--- config.mk ---
export PLATFORM = sky130hd
export DESIGN_NAME = sfs_top
export DESIGN_NICKNAME = d
export VERILOG_FILES = /design/src/sfs_pkg.sv /design/src/sfs_flag_if.sv /design/src/sfs_deglitch.sv /design/src/sfs_top.sv
export VERILOG_INCLUDE_DIRS = /design/src
export SDC_FILE = /design/constraint.sdc
export NUM_CORES = 1
export LEC_CHECK = 0
export ABC_CLOCK_PERIOD_IN_PS = 3300
export BUFFER_PORTS_ARGS = -buffer_cell sky130_fd_sc_hd__buf_2
export CORE_MARGIN = 2
export CORE_UTILIZATION = 51
export CTS_BUF_LIST = sky130_fd_sc_hd__clkbuf_2 sky130_fd_sc_hd__clkbuf_4 sky130_fd_sc_hd__clkbuf_8
export DETAILED_ROUTE_END_ITERATION = 7
export PLACE_DENSITY = 0.79
export SLEW_MARGIN = 20
export SYNTH_ARGS = -nofsm -noshare
export SYNTH_HDL_FRONTEND = slang
export SYNTH_SLANG_ARGS = --single-unit
--- constraint.sdc ---
create_clock -name clk -period 3.3 [get_ports clk]
set_input_delay 0.165 -clock clk [delete_from_list [all_inputs] [get_ports clk]]
set_output_delay 0.165 -clock clk [all_outputs]
set_load 0.01 [all_outputs]
--- src/sfs_regs.svh ---
`ifndef SFS_REGS_SVH
`define SFS_REGS_SVH

// Register byte offsets
`define SFS_OFF_STAT      12'h000
`define SFS_OFF_QSTAT     12'h004
`define SFS_OFF_CHCTL     12'h008
`define SFS_OFF_OUTCTL    12'h00C
`define SFS_OFF_MODE      12'h010
`define SFS_OFF_IRQ_STAT  12'h014
`define SFS_OFF_IRQ_MASK  12'h018
`define SFS_OFF_OUTSTAT   12'h01C

// Field positions
`define SFS_BIT_DSF       0
`define SFS_BIT_LOW       1
`define SFS_BIT_HIGH      2
`define SFS_BIT_PUMP      3
`define SFS_BIT_LDUMP     4
`define SFS_BIT_FAIL      0

// Timing in ns and auto-restart in ms
`define SFS_CLK_NS        10
`define SFS_SUPPLY_DGL_NS 3500
`define SFS_PUMP_DGL_NS   4000
`define SFS_RESTART_MS    64

// AXI responses
`define SFS_RESP_OKAY     2'h0
`define SFS_RESP_SLVERR   2'h2

`endif

--- src/sfs_pkg.sv ---
package sfs_pkg;
   typedef enum logic [1:0] {
      SFS_RUN,
      SFS_SHUT,
      SFS_WAIT_RESTART
   } sfs_state_t;
   typedef logic [4:0] sfs_chan_t;
endpackage

--- src/sfs_flag_if.sv ---
`timescale 1ns/100ps
interface sfs_flag_if;
   logic raw;
   logic fault;
   logic rd_clr;
   logic flag;
   modport filt (input raw, input rd_clr, output fault, output flag);
   modport user (output raw, output rd_clr, input fault, input flag);
endinterface

--- src/sfs_deglitch.sv ---
`timescale 1ns/100ps
`include "sfs_regs.svh"
// Deglitch filter plus read-to-clear latched flag
module sfs_deglitch #(
   parameter int DGL_CYC = 350
) (
   input  wire logic clk,
   input  wire logic rst,
   sfs_flag_if.filt  f
);
   import sfs_pkg::*;
   localparam int CW = $clog2(DGL_CYC + 1);
   logic [CW-1:0] cnt_q;
   logic [CW-1:0] cnt_d;
   logic          fault_q;
   logic          flag_q;
   wire           done = (cnt_q == CW'(DGL_CYC));
   assign cnt_d   = !f.raw ? '0 : (done ? cnt_q : cnt_q + CW'(1));
   assign f.fault = fault_q;
   assign f.flag  = flag_q;
   always_ff @(posedge clk or posedge rst) begin
      if (rst) begin
         cnt_q   <= '0;
         fault_q <= 1'b0;
         flag_q  <= 1'b0;
      end else begin
         cnt_q   <= cnt_d;
         fault_q <= f.raw & done;
         // Set wins over read clear; a still-present fault keeps the flag
         if (f.raw & done)
            flag_q <= 1'b1;
         else if (f.rd_clr)
            flag_q <= 1'b0;
      end
   end
endmodule

--- src/sfs_top.sv ---
`timescale 1ns/100ps
`include "sfs_regs.svh"
// Function
// - Supply low held for deglitch time switches all five outputs off.
// - Deglitched supply low sets fault summary and supply low flag.
// - Normal mode: outputs stay off until controller rewrites on bits.
// - Supply low flag clears only after condition gone and status read.
// - Fail mode restarts outputs automatically after supply low shutdown.
// - Auto-restart interval is 64 ms nominal.
// - Supply high sets fault summary and supply high flag.
// - Supply high flag clears only after condition gone and status read.
// - Load dump keeps outputs off.
// - Turn-on requests wait until pump settles, then execute.
// - Pump fault held for its deglitch time disables all outputs.
// - Deglitched pump fault sets fault summary and pump fault flag.
// - Requests during pump fault kept; apply with inrush window restarted.
// - Pump fault flag clears only after condition gone and quick read.
module sfs_top #(
   parameter int NCH        = 5,
   parameter int RESTART_CYC = `SFS_RESTART_MS * 1000000 / `SFS_CLK_NS
) (
   input  wire logic                 clk,
   input  wire logic                 rst,
   input  wire logic                 supply_low_in,
   input  wire logic                 supply_high_in,
   input  wire logic                 load_dump_in,
   input  wire logic                 pump_bad_in,
   input  wire logic                 pump_settled_in,
   output logic      [NCH-1:0]       out_en,
   output logic      [NCH-1:0]       inrush_current_window,
   output logic                      irq,
   input  wire logic [11:0]          s_axi_awaddr,
   input  wire logic                 s_axi_awvalid,
   output logic                      s_axi_awready,
   input  wire logic [31:0]          s_axi_wdata,
   input  wire logic [3:0]           s_axi_wstrb,
   input  wire logic                 s_axi_wvalid,
   output logic                      s_axi_wready,
   output logic      [1:0]           s_axi_bresp,
   output logic                      s_axi_bvalid,
   input  wire logic                 s_axi_bready,
   input  wire logic [11:0]          s_axi_araddr,
   input  wire logic                 s_axi_arvalid,
   output logic                      s_axi_arready,
   output logic      [31:0]          s_axi_rdata,
   output logic      [1:0]           s_axi_rresp,
   output logic                      s_axi_rvalid,
   input  wire logic                 s_axi_rready
);
   import sfs_pkg::*;

   // ------------------------------------------------------------
   // Timing
   // ------------------------------------------------------------
   localparam int CLK_PS     = `SFS_CLK_NS * 1000;
   localparam int SUP_DGL    = (`SFS_SUPPLY_DGL_NS * 1000 + CLK_PS - 1) / CLK_PS;
   localparam int PUMP_DGL   = (`SFS_PUMP_DGL_NS * 1000 + CLK_PS - 1) / CLK_PS;
   localparam int RCW        = $clog2(RESTART_CYC + 1);

   // ------------------------------------------------------------
   // Fault filters
   // ------------------------------------------------------------
   sfs_flag_if low_f ();
   sfs_flag_if high_f ();
   sfs_flag_if pump_f ();

   logic stat_rd;
   logic qstat_rd;

   assign low_f.raw     = supply_low_in;
   assign high_f.raw    = supply_high_in;
   assign pump_f.raw    = pump_bad_in;
   assign low_f.rd_clr  = stat_rd;
   assign high_f.rd_clr = stat_rd;
   assign pump_f.rd_clr = qstat_rd;

   sfs_deglitch #(.DGL_CYC(SUP_DGL)) u_low (
      .clk (clk),
      .rst (rst),
      .f   (low_f)
   );
   sfs_deglitch #(.DGL_CYC(SUP_DGL)) u_high (
      .clk (clk),
      .rst (rst),
      .f   (high_f)
   );
   sfs_deglitch #(.DGL_CYC(PUMP_DGL)) u_pump (
      .clk (clk),
      .rst (rst),
      .f   (pump_f)
   );

   wire device_fault_summary_flag = low_f.flag | high_f.flag | pump_f.flag;

   // ------------------------------------------------------------
   // Registers
   // ------------------------------------------------------------
   logic [NCH-1:0] req_q;
   logic           fail_q;
   logic [4:0]     ists_q;
   logic [4:0]     imsk_q;
   sfs_state_t     st_q;
   logic [RCW-1:0] rcnt_q;
   logic [NCH-1:0] on_q;

   // ------------------------------------------------------------
   // AXI4-Lite slave
   // ------------------------------------------------------------
   logic        aw_h_q;
   logic        w_h_q;
   logic [11:0] awa_q;
   logic [31:0] wd_q;
   logic [3:0]  ws_q;

   wire aw_take = s_axi_awvalid & s_axi_awready;
   wire w_take  = s_axi_wvalid & s_axi_wready;
   wire wr_go   = aw_h_q & w_h_q & ~s_axi_bvalid;
   wire rd_take = s_axi_arvalid & s_axi_arready;

   wire wr_chctl  = wr_go & (awa_q == `SFS_OFF_CHCTL);
   wire wr_outctl = wr_go & (awa_q == `SFS_OFF_OUTCTL);
   wire wr_mode   = wr_go & (awa_q == `SFS_OFF_MODE);
   wire wr_ists   = wr_go & (awa_q == `SFS_OFF_IRQ_STAT);
   wire wr_imsk   = wr_go & (awa_q == `SFS_OFF_IRQ_MASK);
   wire wr_hit    = wr_chctl | wr_outctl | wr_mode | wr_ists | wr_imsk;
   wire wr_on     = (wr_chctl | wr_outctl) & ws_q[0];

   assign stat_rd  = rd_take & (s_axi_araddr == `SFS_OFF_STAT);
   assign qstat_rd = rd_take & (s_axi_araddr == `SFS_OFF_QSTAT);

   wire [31:0] stat_v  = {27'h0, load_dump_in, pump_f.flag, high_f.flag,
                          low_f.flag, device_fault_summary_flag};
   wire [31:0] qstat_v = {28'h0, pump_f.flag, 2'h0, device_fault_summary_flag};
   logic [31:0] rd_v;
   logic        rd_ok;
   always_comb begin
      rd_ok = 1'b1;
      case (s_axi_araddr)
         `SFS_OFF_STAT:     rd_v = stat_v;
         `SFS_OFF_QSTAT:    rd_v = qstat_v;
         `SFS_OFF_CHCTL:    rd_v = {{(32-NCH){1'b0}}, req_q};
         `SFS_OFF_OUTCTL:   rd_v = {{(32-NCH){1'b0}}, req_q};
         `SFS_OFF_MODE:     rd_v = {31'h0, fail_q};
         `SFS_OFF_IRQ_STAT: rd_v = {27'h0, ists_q};
         `SFS_OFF_IRQ_MASK: rd_v = {27'h0, imsk_q};
         `SFS_OFF_OUTSTAT:  rd_v = {{(32-NCH){1'b0}}, on_q};
         default: begin
            rd_v  = 32'h0;
            rd_ok = 1'b0;
         end
      endcase
   end

   always_ff @(posedge clk or posedge rst) begin
      if (rst) begin
         aw_h_q        <= 1'b0;
         w_h_q         <= 1'b0;
         awa_q         <= 12'h000;
         wd_q          <= 32'h0;
         ws_q          <= 4'h0;
         s_axi_awready <= 1'b0;
         s_axi_wready  <= 1'b0;
         s_axi_bvalid  <= 1'b0;
         s_axi_bresp   <= `SFS_RESP_OKAY;
      end else begin
         s_axi_awready <= ~aw_h_q & ~aw_take;
         s_axi_wready  <= ~w_h_q & ~w_take;
         if (aw_take) begin
            aw_h_q <= 1'b1;
            awa_q  <= s_axi_awaddr;
         end
         if (w_take) begin
            w_h_q <= 1'b1;
            wd_q  <= s_axi_wdata;
            ws_q  <= s_axi_wstrb;
         end
         if (wr_go) begin
            aw_h_q       <= 1'b0;
            w_h_q        <= 1'b0;
            s_axi_bvalid <= 1'b1;
            s_axi_bresp  <= wr_hit ? `SFS_RESP_OKAY : `SFS_RESP_SLVERR;
         end else if (s_axi_bready) begin
            s_axi_bvalid <= 1'b0;
         end
      end
   end

   always_ff @(posedge clk or posedge rst) begin
      if (rst) begin
         s_axi_arready <= 1'b0;
         s_axi_rvalid  <= 1'b0;
         s_axi_rdata   <= 32'h0;
         s_axi_rresp   <= `SFS_RESP_OKAY;
      end else begin
         s_axi_arready <= ~s_axi_rvalid & ~rd_take;
         if (rd_take) begin
            s_axi_rvalid <= 1'b1;
            s_axi_rdata  <= rd_v;
            s_axi_rresp  <= rd_ok ? `SFS_RESP_OKAY : `SFS_RESP_SLVERR;
         end else if (s_axi_rready) begin
            s_axi_rvalid <= 1'b0;
         end
      end
   end

   // ------------------------------------------------------------
   // Control and interrupt registers
   // ------------------------------------------------------------
   wire [4:0] ev = {load_dump_in, pump_f.fault, high_f.fault,
                    low_f.fault, low_f.fault | high_f.fault | pump_f.fault};

   always_ff @(posedge clk or posedge rst) begin
      if (rst) begin
         req_q  <= '0;
         fail_q <= 1'b0;
         ists_q <= 5'h00;
         imsk_q <= 5'h00;
         irq    <= 1'b0;
      end else begin
         // Requests are kept across pump faults and power up
         // Byte 0 strobe gates the on bits
         if (wr_on)
            req_q <= wd_q[NCH-1:0];
         else if (st_q == SFS_SHUT && !fail_q)
            req_q <= '0;
         if (wr_mode)
            fail_q <= wd_q[`SFS_BIT_FAIL];
         if (wr_imsk)
            imsk_q <= wd_q[4:0];
         // Set wins over write-one-to-clear
         ists_q <= (ists_q & ~(wr_ists ? wd_q[4:0] : 5'h00)) | ev;
         irq    <= |(ists_q & imsk_q);
      end
   end

   // ------------------------------------------------------------
   // Shutdown and restart sequencing
   // ------------------------------------------------------------
   wire uv_shut   = low_f.fault;
   wire restart_d = (rcnt_q == RCW'(RESTART_CYC));

   always_ff @(posedge clk or posedge rst) begin
      if (rst) begin
         st_q   <= SFS_RUN;
         rcnt_q <= '0;
      end else begin
         case (st_q)
            SFS_RUN: begin
               if (uv_shut)
                  st_q <= SFS_SHUT;
            end
            SFS_SHUT: begin
               rcnt_q <= '0;
               if (!supply_low_in)
                  st_q <= fail_q ? SFS_WAIT_RESTART : SFS_RUN;
            end
            SFS_WAIT_RESTART: begin
               rcnt_q <= rcnt_q + RCW'(1);
               if (uv_shut)
                  st_q <= SFS_SHUT;
               else if (restart_d)
                  st_q <= SFS_RUN;
            end
            default: st_q <= SFS_RUN;
         endcase
      end
   end

   // ------------------------------------------------------------
   // Output drive
   // ------------------------------------------------------------
   wire block = uv_shut | pump_f.fault | load_dump_in
                | ~pump_settled_in | (st_q != SFS_RUN);
   wire [NCH-1:0] on_d = block ? '0 : req_q;

   always_ff @(posedge clk or posedge rst) begin
      if (rst) begin
         on_q                  <= '0;
         out_en                <= '0;
         inrush_current_window <= '0;
      end else begin
         on_q                  <= on_d;
         out_en                <= on_d;
         inrush_current_window <= on_d & ~on_q;
      end
   end
endmodule

==> impl_summary.md, run 1 <==
Run status
The run finished with clean final reports.

Clock tree
The number of clock sinks seen by CTS is 117. After clock tree synthesis, the clock-pin slew on the worst setup and hold paths is 0.06 ns. The TritonCTS buffer count is 17.

The root buffer cell chosen for the clock tree is sky130_fd_sc_hd__clkbuf_8. The worst-skew pair later-pin latency is 0.44 ns. TritonCTS built the clock tree. The number of H-tree branching levels is 4. The number of setup buffers added after CTS is 0.

The largest buffer count on any clock path is 2.

Floorplan
The floorplan step set the die height to ~110 microns. The area of the die is 0.0121 sq mm. The count of boundary I/O pins is roughly 120. The initial utilization of the core area, before any placement, comes to between 50% and 60%. The core area is approximately 0.011 sq mm. The die boundary width is roughly 110 microns. After floorplanning, the core was divided into 38 placement rows.

Timing
On the final layout, the worst clock skew is just over 0.01 ns. At the pin with the least slew margin, the transition time is roughly 0.76 ns. Setup repair after global routing left no endpoint under its margin. The final count of negative-setup-slack endpoints is 0. The share of the clock period used by the worst path is about 77%. The normalized max-slew margin is between 40% and 50%.

In the post-route analysis, the smallest setup slack over all paths is ~0.75 ns. The post-route setup TNS is 0 ns. The number of max-slew violations in the final report came to 0. The worst path needs 2.55 ns of the cycle, external delays included. The maximum operating frequency is 0.391 GHz.

The final number of hold-violating endpoints is 0.

Drt
The total number of vias is approximately 4,300. After detailed routing, the number of vias per cell comes to 5.45. In this run the remaining antenna-violating nets after routing total 0.

After detailed routing, the total wire length is roughly 12,000 microns. The number of iterations in the first detailed-routing pass is 4. The average wire per cell in the routed design is about 15 microns. After the first detailed-routing iteration, the DRC count stood at 173.

In the routed design, unresolved DRC markers number 0.

Global routing
The first global-routing pass estimated roughly 19,000 microns of wire. The via count of the first global-routing pass was 4,179. Entering global routing, the biggest net connects 73 pins. Global routing consumed, over all layers together, between 20% and 30% of the routing resources. The leftover overflow at the end of global routing is 0. The initial antenna violation count was 0.

Setup path
On the critical path, the stage with the largest delay is an instance of sky130_fd_sc_hd__or4_1. The type of the worst setup path is reg2reg. In this run the worst path has a maximum fanout of 13. The element type at the critical path end is a flop.

The maximum single-stage delay on the critical path is around 0.7 ns. The critical path goes through inv_1, ha_1, nand4_1, or4_1, or3_1, a21oi_1. For the worst setup path, the data arrival time is 2.91 ns.

The launching element type of the critical path is a flop. At the worst endpoint, the required time is approximately 3.7 ns.

Finish
The area growth from synthesis to final layout is 17.6%. The net count of the finished layout is between 700 and 800. The repair_antennas step left the layout with diodes totalling 0.

The post-layout instance count excluding filler cells is 785. The number of inserted filler cells in the final layout is slightly below 900. The fraction of final layout cells sized beyond drive strength 1 is about a fifth.

Yosys
Of the total synthesized cell area, the portion taken by AND, OR, NAND and NOR gates is between 10% and 20%. During synthesis, Yosys emitted a total of 0 warnings. The synthesized-area fraction occupied by ao, oa, aoi and oai cells is 9.69%.

The mean instance size in the synthesized netlist is 10.6 sq um. Of the synthesized area, sequential elements account for 51.2%. The dominant combinational cell family by area after synthesis is simple AND/OR/NAND/NOR gates. The xor/xnor cell area share of the yosys netlist is under 10%. The number of enable flip-flop cells after synthesis is 0. The adder-cell share of the synthesized area is between 2 and 3%. The synthesis-stage register bit count is ~120. The predominant post-synthesis flop cell is sky130_fd_sc_hd__dfrtp_1. The number of distinct standard cells referenced by the synthesized netlist is roughly 60. The post-synthesis mux area share is slightly below 8%. After technology mapping, the gate count stands at 540. Counting flops with an async set or reset pin after synthesis yields a share of 100%. The netlist area before placement is about 0.0057 sq mm.

Placement
The cell total after placement is approximately 730. The setup slack at placement is around 0.79 ns. Buffers placed on the I/O ports in this run total 64. The routability congestion estimate from global placement is 0.835. The HPWL after detailed placement is ~8000 microns.

Power
The power per cell area is roughly 550 mW/mm^2. The maximum vdd ir drop is 0.000417 V. The static power due to leakage is approximately 3.2 nW.

Min path
The type of the most critical hold path is in2reg.

Run
The tool flagged a number of max-cap violations equal to 0.
[repair_timing]
action / 4_1_cts / 5_1_grt
hold buffers: 25 / 0
endpoints found under the hold margin: 71 / 0
gates resized for setup: 0 / 0
[synthesized netlist by cell type (all sizes together), types with 2 or more instances]
cell | n | area (sq um)
a211oi | 5 | 37.5
a21boi | 2 | 15.0
a21o | 9 | 67.6
a21oi | 22 | 110
a22o | 2 | 17.5
a22oi | 3 | 22.5
a31oi | 6 | 37.5
and2 | 18 | 113
and3 | 9 | 57.6
and4 | 6 | 53.8
buf | 32 | 230
clkbuf | 13 | 48.8
dfrtp | 117 | 2930
ha | 12 | 150
inv | 22 | 82.6
mux2 | 29 | 327
mux2i | 12 | 120
nand2 | 32 | 120
nand2b | 3 | 18.8
nand3 | 20 | 100
nand4 | 19 | 131
nand4b | 3 | 26.3
nor2 | 31 | 116
nor2b | 12 | 75.1
nor3 | 6 | 30.0
nor4 | 7 | 43.8
nor4b | 2 | 17.5
nor4bb | 3 | 30.0
o21a | 4 | 30.0
o21ai | 24 | 120
o31ai | 4 | 30.0
or2 | 2 | 12.5
or3 | 8 | 51.3
or3b | 2 | 17.5
or4 | 5 | 37.5
xnor2 | 13 | 114
xor2 | 8 | 70.1
[metrics by stage]
stage                     utilization [%]  power (mW)  instance area (sq um)  hold slack, ns
after detailed placement             55.7        2.36                   6070           0.276
after global routing                 61.8        3.90                   6730          0.0143
after global placement               55.7        2.31                   6070           0.271
final                                61.8        3.70                   6730          0.0172
after floorplan                         -        2.19                   5820           0.257
after CTS                            61.8        3.73                   6730         0.00206
[cell usage in the layout (no fill, tap or decap), types with 13 or more instances in the layout]
master / count
sky130_fd_sc_hd__nand4_1: 17
sky130_fd_sc_hd__a21oi_1: 22
sky130_fd_sc_hd__mux2_2: 28
sky130_fd_sc_hd__xnor2_1: 13
sky130_fd_sc_hd__buf_2: 64
sky130_fd_sc_hd__clkbuf_8: 19
sky130_fd_sc_hd__conb_1: 29
sky130_fd_sc_hd__inv_1: 21
sky130_fd_sc_hd__dlygate4sd3_1: 25
sky130_fd_sc_hd__dfrtp_1: 117
sky130_fd_sc_hd__o21ai_0: 24
sky130_fd_sc_hd__nor2_1: 31
sky130_fd_sc_hd__and2_1: 17
sky130_fd_sc_hd__nand3_1: 20
sky130_fd_sc_hd__nand2_1: 32
[worst paths after layout]
check / cells after the start / slack (ns) / from / to
setup / recovery: 6 / 0.75 / st_q[0] / rcnt_q[16]
setup reg to reg: 6 / 0.75 / st_q[0] / rcnt_q[16]
max in group asynchronous: 4 / 2.19 / rst / u_pump.cnt_q[2]
hold / removal: 2 / 0.02 / pump_bad_in / u_pump.cnt_q[2]
min in group asynchronous: 3 / 0.34 / rst / u_high.cnt_q[5]
hold reg to reg: 1 / 0.45 / w_h_q / s_axi_wready
[cell type report]
class	instances	area [sq um]	area share [%]
multi-input cells	383	2530	37.6
inverters	23	88.8	1.32
well taps	140	175	2.60
clock buffers	21	277	4.11
clock inverters	10	130	1.93
repair buffers	91	598	8.89
flip-flops and latches	117	2930	43.5
[critical path: cells and delay by family, from the launching register on]
family / cells / cell delay [ns]
adder cells (fa/ha/maj): 1 / 0.49
flip-flops: 1 / 0.40
AO/OA/AOI/OAI: 1 / 0.16
buffers and inverters: 1 / 0.09
AND/OR/NAND/NOR: 3 / 1.34
[metal layers]
metal  vias to the layer above  track usage [%]  wire length, microns
li1                       2042                -                     -
met1                      2091             26.1                  5100
met2                       134             32.8                  5570
met3                        15             6.22                   629
met4                         0             9.04                   213
met5                         -                0                     0
[logic make-up (layout without fill, tap and decap cells)]
family	Yosys count	count (layout)
compound gates	88	88
mux	41	41
flops	117	117
simple gates	192	192
buf+inv	68	145
fa+ha+maj	12	12
xor+xnor	21	21
other cells	1	29
[registers in the layout, indices dropped and copies added (netlist names), 9 cells and up]
register and flops:
u_pump.cnt_q 9, awa_q 12, rcnt_q 23, u_high.cnt_q 9
u_low.cnt_q 9
[report_power, final]
part           switching (mW)  leakage [nW]  internal, mW  total, mW
clock                   0.551         0.208         0.791       1.34
sequential              0.152          1.55          1.61       1.76
combinational           0.323          1.47         0.277      0.599
Power figures use the tool's default switching activity.
==> inputs of run 2 (changes only) <==
- ABC_AREA: default -> 1
- ABC_CLOCK_PERIOD_IN_PS: 3300 -> 2400
- CORE_UTILIZATION: 51 -> 57
- PLACE_DENSITY: 0.79 -> 0.83
- clock period: 3.3 -> 2.4 ns (I/O delays scaled with it)
==> impl_summary.md, run 2 <==
Run status
The run finished with clean final reports.

Timing
For the pin with the worst max-slew slack, the measured transition is roughly 0.9 ns. Static timing analysis puts the maximum clock frequency at between 0.5 and 0.6 GHz. Counting I/O delays and the setup requirement, the final critical path takes 1.88 ns.

In the final timing run, aggregate negative setup slack is 0 ns. The final number of hold-violating endpoints is 0. The number of max-slew violations in the final report came to 0. After layout, the worst path uses about four fifths of the clock period.

Setup repair after global routing left no endpoint under its margin. Setup violations remaining at the end of the flow were counted as 0. In this run the tightest slew margin relative to its limit is 39.2%. The final clock skew is 0.00971 ns.

Drt
Summing over every cut layer, the via total after detailed routing is between 5,000 and 6,000. Once detail routing completed, the nets flagged for antenna violations numbered 0. In the routed design, unresolved DRC markers number 0. In this run, the number of DRC markers left after iteration 0 of detailed routing was about 380. The average wire per cell in the routed design is ~13 microns.

The number of iterations in the first detailed-routing pass is 5. The routed design has around 13,000 microns of wire. In the routed layout, each cell is associated on average with a via count of 5.08.

Power
The clock network is responsible for 40.6% of the overall power. Summed over all cells, the static leakage comes to 3.60 nW. Registers are responsible for around 45% of the overall power. VDD sags by at most approximately 0.00052 V. The completed layout was analyzed and its total power is 5.25 mW. The power per cell area is 740 mW/mm^2.

The share of total power consumed by net switching is between 20 and 30%. The total internal power is ~3.8 mW. Combinational logic burns 14.6% of the power.

The reported net switching power is between 1 and 1.5 mW.

Floorplan
For this configuration, the core starts out at a cell density of 58.2%. The count of boundary I/O pins is ~120. After floorplanning, the core was divided into 37 placement rows. In this run the vertical extent of the chip is approximately 110 microns. The floorplan step set the die width to between 100 and 150 microns. The area of the die is 0.0113 sq mm. After floorplanning, the core was sized to cover 0.0102 sq mm.

Setup path
Data arrives at the worst endpoint at about 2.2 ns. Along the worst path, the maximum fanout reaches 11. The worst setup path is of the reg2reg kind. The element type at the critical path end is a flop. The required time at the worst-slack endpoint is ~2.8 ns. The launching element type of the critical path is a flop.

Finish
The post-route netlist has between 10% and 20% of its cells at a drive strength greater than 1. The post-layout instance count excluding filler cells is a little over 1,000. For this run, the post-layout net count is between 900 and 1,000. The largest registers in the layout are rcnt_q (23), awa_q (12). The design area is just over 0.007 sq mm. The most common library cell in the layout ignoring fill and taps is sky130_fd_sc_hd__nand2_1.

More flip-flops sit in one register than any other, and that register is rcnt_q. The repair_antennas step left the layout with diodes totalling 0. The area growth from synthesis to final layout is 19.2%. Measured on the finished design, the core utilization comes to between 60% and 70%. The number of flip-flops in the largest register is 23. In the layout the commonest cells are sky130_fd_sc_hd__nand2_1 (197), sky130_fd_sc_hd__dfrtp_1 (117), sky130_fd_sc_hd__nor2_1 (97).

Yosys
The synthesis-stage register bit count is 117. The cell count after synthesis came out at 767. After synthesis, the share of flip-flops with an asynchronous set or reset is 100%. The biggest area consumer among synthesized cells is sky130_fd_sc_hd__dfrtp_1. The area fraction of the dominant cell type after synthesis is 49.2%. Sequential cells were found to cover 49.2% of the synthesized design area. By area the synthesized netlist is led by sky130_fd_sc_hd__dfrtp_1 (49%), sky130_fd_sc_hd__nand2_1 (12%), sky130_fd_sc_hd__nor2_1 (6.1%).

The commonest cells after synthesis are sky130_fd_sc_hd__nand2_1 (197), sky130_fd_sc_hd__dfrtp_1 (117), sky130_fd_sc_hd__nor2_1 (97), sky130_fd_sc_hd__inv_1 (91), sky130_fd_sc_hd__nand3_1 (54). Synthesis instantiated 34 different standard cells from the library. For this run, the leading register cell type out of synthesis is sky130_fd_sc_hd__dfrtp_1.

During synthesis, Yosys emitted a total of 0 warnings. The mean instance size in the synthesized netlist is 7.76 sq um. The synthesized netlist occupies a cell area of 0.00596 sq mm. The dominant cell by count in the synthesized netlist is sky130_fd_sc_hd__nand2_1.

The number of enable flip-flop cells after synthesis is 0.

Global routing
The via count of the first global-routing pass is 4,934. The global-route usage over all layers is approximately a quarter. The first global-routing pass estimated around 22,000 microns of wire.

The leftover overflow at the end of global routing is 0. The initial antenna violation count is 0. Entering global routing, the biggest net connects 42 pins.

Clock tree
The tree built by TritonCTS fans out to ~120 sinks. The tree is rooted in a sky130_fd_sc_hd__clkbuf_8. The largest buffer count on any clock path is 2.

Buffers inserted during clock tree synthesis total 17. The worst-skew pair later-pin latency is between 0.4 and 0.5 ns. Clock-pin slew was measured on the worst setup and hold paths at roughly 0.07 ns. The clock tree from TritonCTS is built.

The number of H-tree branching levels is 4. The number of setup buffers added after CTS is 0.

Placement
Detailed placement finished with a half-perimeter wire length of 8860 microns. The total of buffers placed on input and output ports is 64. The routability congestion estimate from global placement is between 0.8 and 0.9. The area after detailed placement is 0.00638 sq mm. Including well taps, the total number of placed cells is just under 1,000.

Run
The number of violations of the max-capacitance limit is 0.

Min path
The type of the most critical hold path is in2reg.
-- run 2: power groups by stage --
stage               Sequential, mW  Combinational (mW)  Clock [mW]
floorplan                     2.38               0.478           0
global placement              2.37               0.690           0
detailed placement            2.38               0.710           0
CTS                           2.35               0.764        2.16
global route                  2.38               0.875        2.25
finish                        2.35               0.768        2.13
-- run 2: worst paths after layout --
path | startpoint | end | slack [ns] | cells past startpoint
worst max-delay path | st_q[0] | rcnt_q[22] | 0.52 | 9
worst min-delay path | supply_low_in | u_low.cnt_q[8] | 0.04 | 3
worst max register to register | st_q[0] | rcnt_q[22] | 0.52 | 9
worst min register to register | s_axi_rvalid | s_axi_arready | 0.44 | 1
max in group asynchronous | rst | imsk_q[2] | 1.35 | 4
min in group asynchronous | rst | awa_q[0] | 0.42 | 3
-- run 2: logic make-up after synthesis --
| group | Yosys count | share of synthesized area, % |
|---|---|---|
| xor gates and xnor gates | 7 | 1.03 |
| AOI/OAI and AO/OA | 87 | 7.71 |
| other | 1 | 0.0630 |
| DFF | 117 | 49.2 |
| adders and majority gates | 12 | 2.52 |
| and+or+nand+nor | 403 | 28.8 |
| buffers and inverters | 140 | 10.8 |
-- run 2: metrics by stage --
stage                     hold slack, ns  worst slack (ns)
after floorplan                    0.207             0.790
after global placement             0.291             0.591
after detailed placement           0.296             0.513
after CTS                         0.0221             0.511
after global routing              0.0372             0.353
final                             0.0401             0.522
-- run 2: critical path, cell delays in order (launching register included) --
cell and delay (ns):
sky130_fd_sc_hd__dfrtp_1 0.40, sky130_fd_sc_hd__inv_1 0.09, sky130_fd_sc_hd__ha_1 0.50, sky130_fd_sc_hd__buf_4 0.22, sky130_fd_sc_hd__nand3_2 0.09, sky130_fd_sc_hd__nor2_4 0.21, sky130_fd_sc_hd__nand3_1 0.10, sky130_fd_sc_hd__nand2_1 0.07
sky130_fd_sc_hd__inv_1 0.03, sky130_fd_sc_hd__nor2_1 0.11
-- run 2: metal layers --
layer | GRT usage, % | up-vias | part of all wire, %
met1 | 31.9 | 2346 | 45
li1 | - | 2601 | -
met5 | 0 | - | 0
met2 | 40.0 | 197 | 47
met4 | 9.40 | 0 | 2.2
met3 | 5.09 | 28 | 6.7
-- run 2: area by class of cell --
type / instances / area, sq um
Clock buffer: 21 / 277
Clock inverter: 11 / 198
Fill cell: 825 / 3130
Inverter: 101 / 383
Multi-Input combinational cell: 538 / 2490
Sequential cell: 117 / 2930
Tap cell: 136 / 170
Timing Repair Buffer: 95 / 653
-- run 2: what timing repair did --
| action | CTS | global route |
|---|---|---|
| hold buffers | 25 | 0 |
| endpoints found under the hold margin | 73 | 0 |
| resized for setup | 0 | 0 |
==> inputs of run 3 (changes only) <==
- ABC_CLOCK_PERIOD_IN_PS: 2400 -> 1900
- clock period: 2.4 -> 1.9 ns (I/O delays scaled with it)
==> impl_summary.md, run 3 (synthesized netlist as in run 2, its figures left out) <==
Run status
The run finished with clean final reports.

Timing
The final number of hold-violating endpoints came to 0. Headroom to the max-slew limit came out at ~60%. Static timing analysis puts the maximum clock frequency at 0.597 GHz. At the pin with the least slew margin, the transition time is roughly 0.6 ns. The number of max-slew violations in the final report is 0. The final clock skew is roughly 0.013 ns. After layout, the minimum clock period comes to roughly 1.7 ns. In the finished design, the share of the clock period the worst path needs comes to 88.2%. After routing, the total negative slack on setup checks comes to 0 ns.

Setup violations remaining at the end of the flow were counted as 0. The least setup slack across all paths after layout is around 0.22 ns. Setup repair after global routing left no endpoint under its margin.

Global routing
Entering global routing, the biggest net connects 118 pins. The initial antenna violation count is 0. The via count of the first global-routing pass is ~4,800. After global routing the overflow that remains totals 0. The first global-routing pass estimated roughly 22,000 microns of wire.

The global-route usage over all layers is 24.4%.

Drt
The mean number of vias per cell is ~5. Wires add up to between 10,000 and 15,000 microns. After detailed routing, the number of remaining DRC violations is 0. Dividing the detail-routed wire length by the instance count gives about 12 microns. After the first detailed-routing iteration, the DRC count stood at roughly 340. In this run the remaining antenna-violating nets after routing total 0. The final route contains about 5,100 vias. The number of iterations in the first detailed-routing pass is 5.

Setup path
In this design, the critical path's most frequently occurring cell is sky130_fd_sc_hd__nand3_1. Data arrives at the worst endpoint at 1.97 ns. The critical path contains buffers and inverters numbering 0 combined. The worst register-to-register path ends at req_q[1]. The cell type of the slowest stage on the worst timing path is sky130_fd_sc_hd__dfrtp_1. The required time at the worst-slack endpoint is 2.20 ns.

The maximum single-stage delay on the critical path is ~0.38 ns. The cell family with the largest share of critical-path delay is simple AND/OR/NAND/NOR gates. The worst setup path is captured at a flop. The type of the worst setup path is reg2reg. Traced cell by cell, the critical path runs through nor2_1, nand3_1, nor3_1, nand3_1, nand2_1, o22ai_1.

The launching element type of the critical path is a flop. Along the worst path, the maximum fanout reaches 6. The worst setup slack for register-to-register paths is around 0.22 ns. The worst register-to-register path has a depth of 6. The worst register-to-register path begins at awa_q[1].

Floorplan
During I/O placement, the number of pins put on the boundary was approximately 120. The starting utilization of the core area is between 50% and 60%. The core area is slightly above 0.01 sq mm. The area of the die is about 0.011 sq mm. The number of standard-cell rows in the floorplan is 37. Measured along the y axis, the die boundary spans ~110 microns. The die boundary width is roughly 110 microns.

Clock tree
The worst-skew pair later-pin latency is around 0.43 ns. The H-tree generated during clock tree synthesis spans 4 levels. The total setup buffers inserted after CTS is 0. The clock transition at the registers of the reported paths is approximately 0.080 ns. The clock tree root driver cell is sky130_fd_sc_hd__clkbuf_8. The TritonCTS buffer count is 17. No sink is reached through more buffers than the 2 on the longest clock path.

The number of clock sinks seen by CTS is roughly 120. TritonCTS built the clock tree.

Finish
The register with the most flip-flops in the layout has 23 of them. The number of inserted filler cells in the final layout is about 850. The library cells used most frequently in the layout, excluding fill and tap cells, are sky130_fd_sc_hd__nand2_1 (197), sky130_fd_sc_hd__dfrtp_1 (117), sky130_fd_sc_hd__nor2_1 (97). Leaving out fill and tap cells, the most frequent cell in the layout is sky130_fd_sc_hd__nand2_1. The area growth from synthesis to final layout is 18.4%. The number of antenna diodes is 0.

Cells fill slightly below 70% of the core in the end. Cells with a size suffix above 1 make up 14.5% of the layout. More flip-flops sit in one register than any other, and that register is rcnt_q. The number of nets in the final layout is between 900 and 1,000. The finished cells cover 0.00705 sq mm.

In the final layout, the registers with the most flip-flops are rcnt_q (23), awa_q (12).

Power
The static power due to leakage is roughly 3.6 nW. Total power for the finished layout comes to about 6.3 mW. The power per cell area is between 800 and 900 mW/mm^2. Across the VDD grid, the largest voltage drop is between 0.0006 and 0.0007 V.

Min path
The type of the most critical hold path is in2reg. The startpoint identified for the worst hold timing path is s_axi_araddr[5]. The endpoint of the worst hold path is s_axi_rresp[1]. The number of instances on the worst hold path is 5.

Placement
The post-detailed-placement half-perimeter wirelength is approximately 8700 microns. The total of buffers placed on input and output ports is between 60 and 70. At the end of routability-driven placement, the weighted congestion stood at about 0.85. Before CTS, the worst setup slack after placement is approximately 0.1 ns. After detailed placement, the total cell area comes to about 0.0064 sq mm.

Run
The number of violations of the max-capacitance limit is 0.
==> run 3: cell count changes in the layout (fill, tap and decap cells not counted), sizes merged <==
cell	before	now
inv	100	99
dlygate4sd3	25	26
clkinv	5	4
clkinvlp	2	8
bufinv	5	3
clkbuf	21	20
==> run 3: stage by stage <==
step | hold slack, ns | std cells
2_1_floorplan | 0.182 | 795
3_3_place_gp | 0.265 | 962
3_5_place_dp | 0.270 | 962
4_1_cts | 0.0518 | 1020
5_1_grt | 0.0718 | 1021
6_report | 0.0632 | 1021
==> run 3: how the worst max path moves through the flow <==
stage	from	cells after the start	endpoint	slack, ns
2_1_floorplan	st_q[0]	9	rcnt_q[4]	0.29
3_3_place_gp	st_q[0]	7	rcnt_q[5]	0.20
3_5_place_dp	st_q[1]	8	rcnt_q[6]	0.10
4_1_cts	st_q[0]	7	rcnt_q[5]	0.12
5_1_grt	s_axi_bvalid	8	ists_q[0]	0.04
6_report	awa_q[1]	6	req_q[1]	0.22
==> run 3: report_power, final <==
part | switching, mW | total, mW | internal [mW]
combinational | 0.612 | 0.944 | 0.332
clock | 1.01 | 2.35 | 1.34
sequential | 0.170 | 2.97 | 2.80
==> run 3: layer usage <==
layer	global-route usage (%)	vias to the layer above	part of all wire [%]	wire, microns
li1	-	2594	-	-
met1	33.4	2345	47	5910
met2	39.1	147	47	6000
met3	5.15	17	4.8	609
met4	7.99	0	1.4	172
met5	0	-	0	0
==> run 3: worst min-delay path, stage by stage <==
cell and delay, ns:
sky130_fd_sc_hd__buf_2 0.09, sky130_fd_sc_hd__inv_2 0.04, sky130_fd_sc_hd__nand3_1 0.07, sky130_fd_sc_hd__nor4_1 0.07, sky130_fd_sc_hd__nor2_1 0.09
==> run 3: timing repair <==
item                       CTS  global route
gates resized for setup      0             5
hold buffers                26             0
setup endpoints to repair    0             5
hold endpoints to repair   157             0
==> run 3: final cells by class <==
cell class	count	area [sq um]	area share, %
well taps	136	170	2.41
repair buffers	96	638	9.05
repair inverters	1	7.51	0.106
flip-flops and latches	117	2930	41.5
inverters	101	387	5.48
clock inverters	12	155	2.20
clock buffers	20	256	3.64
multi-input cells	538	2510	35.6
